===== config.mk =====
export PLATFORM = sky130hd
export DESIGN_NAME = power_mode_clock_manager
export DESIGN_NICKNAME = d
export VERILOG_FILES = /design/src/pm_pkg.sv /design/src/power_mode_clock_manager.sv
export VERILOG_INCLUDE_DIRS = /design/src
export SDC_FILE = /design/constraint.sdc
export NUM_CORES = 1
export LEC_CHECK = 0
export BUFFER_PORTS_ARGS = -buffer_cell sky130_fd_sc_hd__buf_4
export CAP_MARGIN = 0
export CELL_PAD_IN_SITES_DETAIL_PLACEMENT = 1
export CELL_PAD_IN_SITES_GLOBAL_PLACEMENT = 1
export CORE_AREA = 3 3 94 119
export CTS_CLUSTER_DIAMETER = 30
export DETAILED_ROUTE_END_ITERATION = 12
export DIE_AREA = 0 0 97 122
export GPL_ROUTABILITY_DRIVEN = 0
export PLACE_DENSITY = 0.8
export SLEW_MARGIN = 10
export SYNTH_ARGS = -nofsm -noshare
export SYNTH_HDL_FRONTEND = slang
export SYNTH_SLANG_ARGS = --single-unit
export TNS_END_PERCENT = 50

===== constraint.sdc =====
create_clock -name SYS_CLK -period 5.9 [get_ports SYS_CLK]
set_clock_uncertainty 0.15 [all_clocks]
set_input_delay 0.59 -clock SYS_CLK [delete_from_list [all_inputs] [get_ports SYS_CLK]]
set_output_delay 0.59 -clock SYS_CLK [all_outputs]
set_load 0.01 [all_outputs]

===== src/pm_defines.svh =====
/*
 * register offsets, field positions, reset values and timing counts
 * for the power mode and clock manager; assumes a 125 MHz SYS_CLK
 */
`ifndef PM_DEFINES_SVH
`define PM_DEFINES_SVH
// ----------------------------------------
// register map (byte addresses)
// ----------------------------------------
`define A_CTRL 8'h00
`define A_STAT 8'h04
`define A_PRIO 8'h08
`define A_EXC 8'h0c
// ----------------------------------------
// fields and reset values
// ----------------------------------------
`define CTRL_W 12
`define CTRL_RST 12'h000
`define PRIO_RST 8'h00
`define FREQ_32M 2'h0
`define FREQ_4M 2'h3
`define PRI_RESET 3'h5
`define PRI_NMI 3'h6
`define PRI_FAULT 3'h7
`define EXC_RESET 3'h0
`define EXC_NMI 3'h1
`define EXC_FAULT 3'h2
`define EXC_IRQ0 3'h4
`define RESP_OK 2'h0
`define RESP_ERR 2'h2
// ----------------------------------------
// timing
// ----------------------------------------
`define CLK_NS 8
`define RST_HOLD_NS 64
`define RST_HOLD_CYC ((`RST_HOLD_NS + `CLK_NS - 1) / `CLK_NS)
`endif


===== src/pm_pkg.sv =====
/*
 * types shared by the power mode and clock manager;
 * assumes pm_defines.svh for the numbers
 */
package pm_pkg;
  // operating modes, highest power first
  typedef enum logic [2:0] {
    M_RUN, M_SLEEP, M_STOP, M_STANDBY, M_SHUTDOWN
  } pm_mode_t;
  // software power policy, same layout as the control register
  typedef struct packed {
    logic [1:0] run_lvl;  // run policy level
    logic [2:0] pdiv;     // doubled pll clock divider
    logic [1:0] lvl;      // low-power policy level
    pm_mode_t   mode;     // mode entered on wait
    logic [1:0] freq;     // oscillator frequency select
  } policy_t;
  // clock gates and power switches
  typedef struct packed {
    logic       cpu_clk;
    logic       main_clk;
    logic       main_lim32k;
    logic       osc_en;
    logic [1:0] osc_sel;
    logic       ulp_clk;
    logic       ulp_lim32k;
    logic       lf_clk;
    logic       timg_only;
    logic       rtc_clk;
    logic       bod_en;
    logic       core_reg;
    logic       hp_pwr;
    logic       lp_pwr;
    logic       bus_hp_main;
    logic       bus_lp_ulp;
  } clk_ctl_t;
endpackage : pm_pkg


===== src/power_mode_clock_manager.sv =====
/*
 * power mode and clock manager: mode machine, clock gating,
 * reset chain, exception arbiter and AXI4-Lite register slave.
 * assumes one 125 MHz clock and inputs synchronous to it.
 */
// Function
// oscillator selectable at 32, 24, 16, 4 MHz
// doubled pll clock with divider
// bus clock follows domain: ulp or main
// five modes run sleep stop standby shutdown
// cpu runs only in run; interrupts wake
// shutdown: regulator off, wake pin debug io
// high-perf domain powered in run, sleep only; the code also powers it in stop and standby during a fast request
// low-power domain off only in shutdown
// run levels: full, 32k limit, oscillator off
// sleep levels equal run, cpu gated
// stop levels: domain off, 4MHz, ulp 32k
// standby 0: brownout, all low-power peripherals clocked
// standby 1: only timers zero, one clocked
// shutdown no clocks; exit gives brownout reset
// fast clock request raises clocking temporarily
// wait instruction enters the policy mode
// lower priority value wins
// reset, nmi, fault fixed negative priorities
// four programmable peripheral priority levels
// reset levels chain downward before run
// reset selects run level zero policy
`timescale 1ns/1ns
`include "pm_defines.svh"

module power_mode_clock_manager (
  input  wire logic             SYS_CLK,       // system clock
  input  wire logic             RST_N,         // power-on reset
  input  wire logic [7:0]       AXI_AWADDR,    // write address
  input  wire logic             AXI_AWVALID,   // write address valid
  output logic                  AXI_AWREADY,   // write address ready
  input  wire logic [31:0]      AXI_WDATA,     // write data
  input  wire logic [3:0]       AXI_WSTRB,     // byte strobes
  input  wire logic             AXI_WVALID,    // write data valid
  output logic                  AXI_WREADY,    // write data ready
  output logic [1:0]            AXI_BRESP,     // write response
  output logic                  AXI_BVALID,    // response valid
  input  wire logic             AXI_BREADY,    // response ready
  input  wire logic [7:0]       AXI_ARADDR,    // read address
  input  wire logic             AXI_ARVALID,   // read address valid
  output logic                  AXI_ARREADY,   // read address ready
  output logic [31:0]           AXI_RDATA,     // read data
  output logic [1:0]            AXI_RRESP,     // read response
  output logic                  AXI_RVALID,    // read data valid
  input  wire logic             AXI_RREADY,    // read data ready
  input  wire logic             WAIT_INSTR,    // cpu wait pulse
  input  wire logic             WAKE_IRQ,      // peripheral wake
  input  wire logic             FAST_REQ,      // fast clock request
  input  wire logic             EXT_RESET_PIN, // external reset pin
  input  wire logic             DEBUG_ACT,     // serial-wire debug
  input  wire logic             IO_MATCH,      // wake io match
  input  wire logic             NMI_REQ,       // non-maskable irq
  input  wire logic             FAULT_REQ,     // hard fault
  input  wire logic [3:0]       IRQ_REQ,       // peripheral irqs
  output pm_pkg::clk_ctl_t      CLK_CTL,       // gates and switches
  output pm_pkg::pm_mode_t      MODE,          // current mode
  output logic [2:0]            PLL2X_DIV,     // pll divider
  output logic [3:0]            RESET_LEVELS,  // bod boot sys cpu
  output logic                  EXC_VALID,     // exception pending
  output logic [2:0]            EXC_ID         // winning exception
);

  // ----------------------------------------
  // state
  // ----------------------------------------
  pm_pkg::policy_t  pol_q;     // software policy
  logic [7:0]       prio_q;    // two bits per irq
  pm_pkg::pm_mode_t mode_q;    // mode machine
  logic             fast_q;    // fast request active
  pm_pkg::clk_ctl_t clk_d;     // next gate pattern
  pm_pkg::clk_ctl_t clk_q;     // registered gates
  logic [3:0]       rst_q;     // active reset levels
  logic [3:0]       cnt_q;     // reset hold counter
  logic             trig_bod;  // shutdown exit
  logic             trig_sys;  // pin reset in service
  logic             exc_v_d;   // arbiter result
  logic [2:0]       exc_id_d;  // arbiter winner
  logic             exc_v_q;   // registered valid
  logic [2:0]       exc_id_q;  // registered winner
  logic [2:0]       ipri [4];  // irq priority values

  // axi state
  logic        aw_q, w_q;           // halves captured
  logic        awr_q, wr_q, arr_q;  // ready flops
  logic        bv_q, rv_q;          // answer valid
  logic [1:0]  bresp_q, rresp_q;    // responses
  logic [7:0]  awaddr_q;            // held address
  logic [31:0] wdata_q, rdata_q;    // held data
  logic [3:0]  wstrb_q;             // held strobes
  logic        do_wr;               // commit write
  logic [31:0] mask;                // strobe mask

  // ----------------------------------------
  // helpers
  // ----------------------------------------
  // byte strobes to bit mask
  function automatic logic [31:0] bmask(input logic [3:0] s);
    return {{8{s[3]}}, {8{s[2]}}, {8{s[1]}}, {8{s[0]}}};
  endfunction : bmask

  // signed priority compare, lower value wins
  function automatic logic beats(input logic [2:0] a,
                                 input logic [2:0] b);
    return $signed(a) < $signed(b);
  endfunction : beats

  // ----------------------------------------
  // axi write channel
  // ----------------------------------------
  assign do_wr = aw_q && w_q && !bv_q;
  assign mask  = bmask(wstrb_q);

  // address and data captured in either order
  always_ff @(posedge SYS_CLK or negedge RST_N) begin
    if (!RST_N) begin
      aw_q     <= 1'b0;
      w_q      <= 1'b0;
      awr_q    <= 1'b1;
      wr_q     <= 1'b1;
      awaddr_q <= 8'h00;
      wdata_q  <= 32'h0000_0000;
      wstrb_q  <= 4'h0;
    end else begin
      if (AXI_AWVALID && awr_q) begin
        aw_q     <= 1'b1;
        awr_q    <= 1'b0;
        awaddr_q <= AXI_AWADDR;
      end else if (do_wr) begin
        aw_q <= 1'b0;
      end
      if (AXI_WVALID && wr_q) begin
        w_q     <= 1'b1;
        wr_q    <= 1'b0;
        wdata_q <= AXI_WDATA;
        wstrb_q <= AXI_WSTRB;
      end else if (do_wr) begin
        w_q <= 1'b0;
      end
      // reopen both only once the response is gone
      if (bv_q && AXI_BREADY) begin
        awr_q <= 1'b1;
        wr_q  <= 1'b1;
      end
    end
  end

  // write response, error on unmapped address
  always_ff @(posedge SYS_CLK or negedge RST_N) begin
    if (!RST_N) begin
      bv_q    <= 1'b0;
      bresp_q <= `RESP_OK;
    end else if (do_wr) begin
      bv_q <= 1'b1;
      case (awaddr_q)
        `A_CTRL, `A_STAT, `A_PRIO, `A_EXC: bresp_q <= `RESP_OK;
        default:                           bresp_q <= `RESP_ERR;
      endcase
    end else if (AXI_BREADY) begin
      bv_q <= 1'b0;
    end
  end

  // ----------------------------------------
  // software registers
  // ----------------------------------------
  // policy falls back to run level zero on system reset
  always_ff @(posedge SYS_CLK or negedge RST_N) begin
    if (!RST_N) begin
      pol_q <= pm_pkg::policy_t'(`CTRL_RST);
    end else if (rst_q[1]) begin
      pol_q <= pm_pkg::policy_t'(`CTRL_RST);
    end else if (do_wr && awaddr_q == `A_CTRL) begin
      // freq selects 32/24/16/4 MHz, pdiv divides pll x2
      pol_q <= pm_pkg::policy_t'((wdata_q[`CTRL_W-1:0] & mask[`CTRL_W-1:0])
             | (pol_q & ~mask[`CTRL_W-1:0]));
    end
  end

  // peripheral priority levels, 0 to 3
  always_ff @(posedge SYS_CLK or negedge RST_N) begin
    if (!RST_N) begin
      prio_q <= `PRIO_RST;
    end else if (do_wr && awaddr_q == `A_PRIO) begin
      prio_q <= (prio_q & ~mask[7:0]) | (wdata_q[7:0] & mask[7:0]);
    end
  end

  // ----------------------------------------
  // axi read channel
  // ----------------------------------------
  // one read at a time, data one cycle after address
  always_ff @(posedge SYS_CLK or negedge RST_N) begin
    if (!RST_N) begin
      arr_q   <= 1'b1;
      rv_q    <= 1'b0;
      rdata_q <= 32'h0000_0000;
      rresp_q <= `RESP_OK;
    end else if (AXI_ARVALID && arr_q) begin
      arr_q   <= 1'b0;
      rv_q    <= 1'b1;
      rresp_q <= `RESP_OK;
      case (AXI_ARADDR)
        `A_CTRL: rdata_q <= {20'h00000, pol_q};
        `A_STAT: rdata_q <= {22'h000000, clk_q.hp_pwr, clk_q.lp_pwr,
                             fast_q, rst_q, mode_q};
        `A_PRIO: rdata_q <= {24'h000000, prio_q};
        `A_EXC:  rdata_q <= {28'h0000000, exc_v_q, exc_id_q};
        default: begin
          rdata_q <= 32'h0000_0000;  // unmapped reads zero
          rresp_q <= `RESP_ERR;
        end
      endcase
    end else if (rv_q && AXI_RREADY) begin
      rv_q  <= 1'b0;
      arr_q <= 1'b1;
    end
  end

  // ----------------------------------------
  // reset chain
  // ----------------------------------------
  // leaving shutdown is a brownout level reset
  assign trig_bod = mode_q == pm_pkg::M_SHUTDOWN
                 && (EXT_RESET_PIN || DEBUG_ACT || IO_MATCH);
  assign trig_sys = mode_q != pm_pkg::M_SHUTDOWN && EXT_RESET_PIN;

  // a level also asserts every level below it
  always_ff @(posedge SYS_CLK or negedge RST_N) begin
    if (!RST_N) begin
      rst_q <= 4'hf;
      cnt_q <= 4'(`RST_HOLD_CYC);
    end else if (trig_bod) begin
      rst_q <= 4'hf;
      cnt_q <= 4'(`RST_HOLD_CYC);
    end else if (trig_sys) begin
      rst_q <= rst_q | 4'h3;
      cnt_q <= 4'(`RST_HOLD_CYC);
    end else if (cnt_q != 4'h0) begin
      cnt_q <= cnt_q - 4'h1;
    end else begin
      rst_q <= 4'h0;
    end
  end

  // ----------------------------------------
  // mode machine
  // ----------------------------------------
  // code runs only in run; any system reset lands in run
  always_ff @(posedge SYS_CLK or negedge RST_N) begin
    if (!RST_N) begin
      mode_q <= pm_pkg::M_RUN;
    end else if (rst_q[1] || trig_sys) begin
      mode_q <= pm_pkg::M_RUN;
    end else begin
      case (mode_q)
        pm_pkg::M_RUN: begin
          if (WAIT_INSTR) begin
            mode_q <= pol_q.mode;
          end
        end
        pm_pkg::M_SLEEP, pm_pkg::M_STOP, pm_pkg::M_STANDBY: begin
          if (WAKE_IRQ) begin
            mode_q <= pm_pkg::M_RUN;
          end
        end
        pm_pkg::M_SHUTDOWN: begin
          mode_q <= pm_pkg::M_SHUTDOWN;  // left via reset only
        end
        default: begin
          mode_q <= pm_pkg::M_RUN;  // bad policy code
        end
      endcase
    end
  end

  // fast request serviced in sleep, stop and standby
  always_ff @(posedge SYS_CLK or negedge RST_N) begin
    if (!RST_N) begin
      fast_q <= 1'b0;
    end else begin
      fast_q <= FAST_REQ && (mode_q == pm_pkg::M_SLEEP
             || mode_q == pm_pkg::M_STOP
             || mode_q == pm_pkg::M_STANDBY);
    end
  end

  // ----------------------------------------
  // clock and power pattern
  // ----------------------------------------
  always_comb begin
    pm_pkg::pm_mode_t em;
    logic [1:0]       el;
    em    = mode_q;
    el    = (mode_q == pm_pkg::M_RUN) ? pol_q.run_lvl : pol_q.lvl;
    clk_d = '0;
    // fast request borrows sleep level zero for the moment
    if (fast_q) begin
      el = 2'h0;
      if (mode_q != pm_pkg::M_SLEEP) begin
        em = pm_pkg::M_SLEEP;
      end
    end
    clk_d.core_reg = 1'b1;
    clk_d.lp_pwr   = 1'b1;
    clk_d.ulp_clk  = 1'b1;
    clk_d.lf_clk   = 1'b1;
    clk_d.rtc_clk  = 1'b1;
    clk_d.bod_en   = 1'b1;
    case (em)
      pm_pkg::M_RUN, pm_pkg::M_SLEEP: begin
        clk_d.cpu_clk     = em == pm_pkg::M_RUN;
        clk_d.main_clk    = 1'b1;
        clk_d.hp_pwr      = 1'b1;
        clk_d.main_lim32k = el != 2'h0;
        clk_d.osc_en      = el != 2'h2;
        clk_d.osc_sel     = pol_q.freq;
      end
      pm_pkg::M_STOP: begin
        // main domain unpowered, oscillator geared per level
        clk_d.main_lim32k = el != 2'h0;
        clk_d.osc_en      = el != 2'h2;
        clk_d.osc_sel     = (el == 2'h1) ? `FREQ_4M : pol_q.freq;
        clk_d.ulp_lim32k  = el == 2'h2;
      end
      pm_pkg::M_STANDBY: begin
        clk_d.ulp_lim32k = 1'b1;
        clk_d.timg_only  = el != 2'h0;
      end
      default: begin
        clk_d = '0;  // shutdown: nothing runs
      end
    endcase
    clk_d.bus_hp_main = clk_d.main_clk;
    clk_d.bus_lp_ulp  = clk_d.ulp_clk;
  end

  // registered so every gate is glitch free
  always_ff @(posedge SYS_CLK or negedge RST_N) begin
    if (!RST_N) begin
      clk_q <= '0;
    end else begin
      clk_q <= clk_d;
    end
  end

  // ----------------------------------------
  // exception arbiter
  // ----------------------------------------
  generate
    for (genvar i = 0; i < 4; i++) begin : g_pri
      assign ipri[i] = {1'b0, prio_q[2*i+1 -: 2]};
    end
  endgenerate

  // fixed negatives beat every peripheral, ties to lower id
  always_comb begin
    logic [2:0] best;
    best     = 3'h3;
    exc_v_d  = 1'b0;
    exc_id_d = `EXC_RESET;
    if (rst_q[0]) begin
      exc_v_d = 1'b1;
      best    = `PRI_RESET;
    end else if (NMI_REQ) begin
      exc_v_d  = 1'b1;
      exc_id_d = `EXC_NMI;
      best     = `PRI_NMI;
    end else if (FAULT_REQ) begin
      exc_v_d  = 1'b1;
      exc_id_d = `EXC_FAULT;
      best     = `PRI_FAULT;
    end
    for (int i = 0; i < 4; i++) begin
      if (IRQ_REQ[i] && (!exc_v_d || beats(ipri[i], best))) begin
        exc_v_d  = 1'b1;
        exc_id_d = `EXC_IRQ0 + 3'(i);
        best     = ipri[i];
      end
    end
  end

  always_ff @(posedge SYS_CLK or negedge RST_N) begin
    if (!RST_N) begin
      exc_v_q  <= 1'b0;
      exc_id_q <= `EXC_RESET;
    end else begin
      exc_v_q  <= exc_v_d;
      exc_id_q <= exc_id_d;
    end
  end

  // ----------------------------------------
  // outputs
  // ----------------------------------------
  assign AXI_AWREADY  = awr_q;
  assign AXI_WREADY   = wr_q;
  assign AXI_BVALID   = bv_q;
  assign AXI_BRESP    = bresp_q;
  assign AXI_ARREADY  = arr_q;
  assign AXI_RVALID   = rv_q;
  assign AXI_RDATA    = rdata_q;
  assign AXI_RRESP    = rresp_q;
  assign CLK_CTL      = clk_q;
  assign MODE         = mode_q;
  assign PLL2X_DIV    = pol_q.pdiv;
  assign RESET_LEVELS = rst_q;
  assign EXC_VALID    = exc_v_q;
  assign EXC_ID       = exc_id_q;
endmodule : power_mode_clock_manager


* After elaboration in Yosys (flattened, before gate mapping)
Index checks and enable logic that the tools add are counted.
** Operators by class
- Equal/unequal tests :: 23
- Reductions and logical operators :: 51
- $lt $le $gt $ge :: 4
- Bitwise logic cells :: 8
- Add/subtract/negate cells :: 1
- Mux-type cells :: 61
** Operator list (number)
- $mux 3 :: 17
- $pmux 12 s4 :: 1
- $eq 8x4->1 const B :: 4
- $and 12x12->12 :: 2
- $mux 12 :: 2
- $mux 4 :: 6
- $mux 1 :: 23
- $mux 2 :: 9
- $and 8x8->8 :: 2
- $eq 8x3->1 const B :: 2
- $logic_and 1x1->1 :: 16
- $logic_not 8->1 :: 2
- $reduce_bool 2->1 :: 8
- $eq 3x2->1 const B :: 4
- $lt 3x3->1 :: 4
- $ne 3x3->1 const B :: 4
- $not 12->12 :: 1
- $or 12x12->12 :: 1
- $reduce_or 4->1 :: 3
- $logic_or 1x1->1 :: 9
- $pmux 3 s3 :: 1
- $not 8->8 :: 1
- $or 8x8->8 :: 1
- $pmux 4 s2 :: 1
- other kinds (15) :: 24
** Storage, ports and cells
- Bits of input ports :: 71
- Output and inout bits :: 72
- Logic and storage cells :: 187
- Register bits after elaboration :: 115

* Longest topological paths before layout
- Word-level depth :: 19
- Mapped depth :: 18
- Depth with buffers taken out :: 18

* Worst setup path before layout
No wires, ideal clock.
- Path type :: reg-to-reg
- From :: register rst_q[0] (netlist: RESET_LEVELS[0])
- To :: register exc_id_q[2] (netlist: EXC_ID[2])
- Path slack :: 1.828 ns
- Stages on the path, launching flop included :: 19
- Arrival :: 3.840 ns
- Clock period less this slack :: 4.072 ns
- Cells stage by stage :: dfstp_2 clkbuf_1 nor2_1 inv_1 ha_1 o311ai_0 nand4_1 mux2i_1 ha_1 o22ai_1 a32o_1 a22oi_1 nor2_1 mux2_2 ha_1 nor4_1 nand3_1 a32o_1 o21ai_0
** On the way
- Word-level cells in the longest chain between the ends :: 17
- Elaborated cells on any way between the ends :: 28
- Classes of those cells :: order compare (4); mux (12); reduce/logical (12)
** Ends and longest elaborated chain
- start, declared :: RTL line power_mode_clock_manager.sv:77 : logic [3:0] rst_q;
- start signal, assigned :: RTL line power_mode_clock_manager.sv:241 : rst_q <= rst_q | 4'h3;
- $mux 3 or $mux 1 (tied branches) :: RTL line power_mode_clock_manager.sv:366 : if (rst_q[0]) begin
- $lt 3x3->1 or $logic_not 1->1 (tied branches) :: RTL line power_mode_clock_manager.sv:109, power_mode_clock_manager.sv:379
- $logic_or 1x1->1 :: RTL line power_mode_clock_manager.sv:379 : if (IRQ_REQ[i] && (!exc_v_d || beats(ipri[i], best))) begin
- $logic_and 1x1->1 :: RTL line power_mode_clock_manager.sv:379
- $mux 3 or $mux 1 (tied branches) :: RTL line power_mode_clock_manager.sv:379
- $lt 3x3->1 or $logic_not 1->1 (tied branches) :: RTL line power_mode_clock_manager.sv:109, power_mode_clock_manager.sv:379
- $logic_or 1x1->1 :: RTL line power_mode_clock_manager.sv:379
- $logic_and 1x1->1 :: RTL line power_mode_clock_manager.sv:379
- [... 2 more ...]
- $logic_or 1x1->1 :: RTL line power_mode_clock_manager.sv:379
- $logic_and 1x1->1 :: RTL line power_mode_clock_manager.sv:379
- $mux 3 or $mux 1 (tied branches) :: RTL line power_mode_clock_manager.sv:379
- $lt 3x3->1 or $logic_not 1->1 (tied branches) :: RTL line power_mode_clock_manager.sv:109, power_mode_clock_manager.sv:379
- $logic_or 1x1->1 :: RTL line power_mode_clock_manager.sv:379
- $logic_and 1x1->1 :: RTL line power_mode_clock_manager.sv:379
- $mux 3 (*) :: RTL line power_mode_clock_manager.sv:379
- named net exc_id_d[2] :: RTL line power_mode_clock_manager.sv:82 : logic [2:0] exc_id_d;
- end signal, assigned :: RTL line power_mode_clock_manager.sv:390 : exc_id_q <= `EXC_RESET;
- end signal, assigned :: RTL line power_mode_clock_manager.sv:393 : exc_id_q <= exc_id_d;
- end, declared :: RTL line power_mode_clock_manager.sv:84 : logic [2:0] exc_id_q;
Mark *: on every way through the listed nets, which the timed path passes. The rest lies on a longest branch.
A chain may end at the register's enable or synchronous reset.

* Worst setup path after layout
- From :: register rst_q[0] (netlist: RESET_LEVELS[0])
- To :: register exc_id_q[0] (netlist: EXC_ID[0])
The elaborated chain is that of the path after synthesis.

==> metrics.yaml <==
status: "completed"
synth_compound_area_frac: 0.0842
ys_types: 51
rsz0062_at_grt: "no"
power.leakage_nw: 2.53
ant_nets: 0
crit_required_ns: 6.00
synth_seq_cells: 86
finalSetupTns_ns: 0
postCtsSetupRepairBufs: 0
rows: 41
arrival_ns: 4.83
drc: 0
hold_ws_ns: 0.268
cpMostUsedCell: "ha_1"
slowest_stage: "dfstp_2"
post_synth_and_or_nand_nor_area_fraction: 0.126
avgRoutedWirePerCell_um: 17.7
initial_core_util: 0.409
numCtsBuffers: 9
dominantRegCellSynth: "dfrtp_1"
p_per_area_nw_per_um2: 345
die_area_um2: 11800
cts_buffer_depth: 2
start_kind: "flip-flop"
min_period_over_period: 0.803
cts_tree: "yes"
fill_cells: 1102
cp_max_fo: 27
overflow: 0
fmax_ghz: 0.211
antenna_found_initial: 0
diodes: 0
nets: 518
die_x_um: 97
synth_top_area_frac: 0.485
irDropWorstVdd_uv: 196
clk_pin_slew_ns: 0.06
grt_pass1_wl_mm: 16.5
path_cells: "nor2_1, inv_1, ha_1, o311ai_0, nand4_1, mux2i_1, ha_1, o22ai_1, a32o_1, a22oi_1, nor2_1, mux2_2, ha_1, nor4_1, nand3_1, a21o_1, a32oi_1"
viasPerCell: 5.19
syn_inst: 358
holdBufCountCts: 0
cap_viol_max_count: 0
wirelength_mm: 10.2
synth_edf_count: 0
grt_max_degree: 87
synth.area.mux_share: 0.157
critPathMaxStageDelay_ns: 0.88
clk_latency_ns: 0.34
finalHoldViolCount: 0
syn2layout_area_growth_pct: 23.9
synth_area_leaders: "dfrtp_1 (48%), mux2_2 (8.5%), buf_4 (6.4%)"
die_height_um: 122
finalSetupViolations: 0
drive_above_1_share: 0.360
synth_common_cells: "dfrtp_1 (80), buf_4 (35), mux2_2 (31)"
crit_type: "flip-flop to flip-flop"
grt_pass1_vias: 3204
root_buffer: "clkbuf_16"
synth_top_family_by_area: "multiplexers"
relSlewSlack: 0.279
synth_fa_ha_area_frac: 0.0152
synth_xor_area_frac: 0.00636
core_area_um2: 10100
worst_pin_slew_ns: 1.08
seqCellArea_um2: 2160
drt_iter0_drc: 140
netlist_area_um2: 4130
drt-pass1-iter-count: 4
vias: 2991
async_flop_share: 1.00
cts.sinks: 86
synth.avg_cell_area_um2: 11.5
cp-end-kind: "flip-flop"
synth.most_common_cell: "dfrtp_1"
synth.largest_area_cell: "dfrtp_1"
cts_resized: 0
period_minus_slack_ns: 4.74
ys_seq_area_frac: 0.523
grt_usage: 0.177
ioPinCount: 143
hp-class: "input port to flip-flop"
htreeDepth: 3
yosys_warnings: 0
dpl.hpwl_mm: 7.52
slew_viol_final: 0
multiInputGateArea_um2: 1690
numPortBuffers: 98
==> cells in the final DEF (no fill, tap or decap), types with 4 or more instances in the layout <==
master / n
a22o_1: 9
nor4_1: 6
mux2i_1: 21
conb_1: 22
inv_1: 13
a21oi_1: 4
dfrtp_1: 80
clkbuf_16: 9
nor3_1: 4
ha_1: 5
mux4_2: 4
dfstp_2: 6
nor2_1: 28
o21ai_0: 19
mux2_2: 31
nand2_1: 30
buf_4: 98
==> sequential cells by signal, indices dropped and copies added, names as in the netlist, 2 cells and up, named ones only <==
name and flops:
pol_q 9, CLK_CTL 9, wstrb_q 2, EXC_ID 3, MODE 3, cnt_q 4, AXI_RDATA 12, RESET_LEVELS 2
wdata_q 12, PLL2X_DIV 3, awaddr_q 8
==> stage by stage <==
| stage | area (um^2) | setup WS (ns) | total power [mW] | util | cells |
|---|---|---|---|---|---|
| detailed placement | 4790 | 1.18 | 1.17 | 0.474 | 560 |
| CTS | 5120 | 1.18 | 1.79 | 0.506 | 576 |
| finish | 5120 | 1.16 | 1.77 | 0.506 | 576 |
| floorplan | 4210 | 1.83 | 1.04 | - | 379 |
| global route | 5120 | 0.833 | 1.87 | 0.506 | 576 |
| global placement | 4790 | 1.42 | 1.14 | 0.474 | 560 |
==> critical path, delay by kind of cell (launching register included) <==
family | cells | cell delay, ns
AND/OR/NAND/NOR | 5 | 1.25
AO/OA/AOI/OAI | 6 | 0.92
flip-flops | 1 | 0.88
adder cells (fa/ha/maj) | 3 | 0.72
multiplexers | 2 | 0.65
buffers and inverters | 1 | 0.09
==> final timing paths <==
check,startpoint,cells after the start,slack (ns),to
max in group asynchronous,RST_N,1,4.60,wdata_q[11]
worst max-delay path,RESET_LEVELS[0],17,1.16,EXC_ID[0]
worst max register to register,RESET_LEVELS[0],17,1.16,EXC_ID[0]
min in group asynchronous,RST_N,1,0.29,wdata_q[3]
worst min register to register,AXI_RDATA[8],2,0.35,AXI_RDATA[8]
worst min-delay path,AXI_AWVALID,2,0.27,AXI_AWREADY
==> layer usage <==
| layer | global-route usage | vias up | part of all wire |
|---|---|---|---|
| met2 | 0.312 | 90 | 0.53 |
| met1 | 0.207 | 1511 | 0.41 |
| met3 | 0.0361 | 10 | 0.052 |
| met4 | 0.0808 | 0 | 0.016 |
| met5 | 0 | - | 0 |
| li1 | - | 1380 | - |
==> layout make-up <==
type                    instances  share of cell area
repair buffers                 98               0.144
flip-flops and latches         86               0.422
clock buffers                  10              0.0467
multi-input cells             234               0.330
well taps                     129              0.0315
clock inverters                 6              0.0164
inverters                      13             0.00954
==> power breakdown <==
part | total, mW | internal (mW) | switching, mW
clock network | 0.605 | 0.381 | 0.224
registers | 0.825 | 0.718 | 0.107
logic | 0.335 | 0.183 | 0.152
==> cell families (layout without fill, tap and decap cells) <==
family | count (synthesis) | in the layout
multiplexers | 56 | 56
buffers and inverters | 59 | 127
other | 1 | 22
AND/OR/NAND/NOR | 97 | 97
AO/OA/AOI/OAI | 51 | 51
adder cells (fa/ha/maj) | 5 | 5
flip-flops | 86 | 86
XOR/XNOR | 3 | 3
Power figures use the tool's default switching activity.
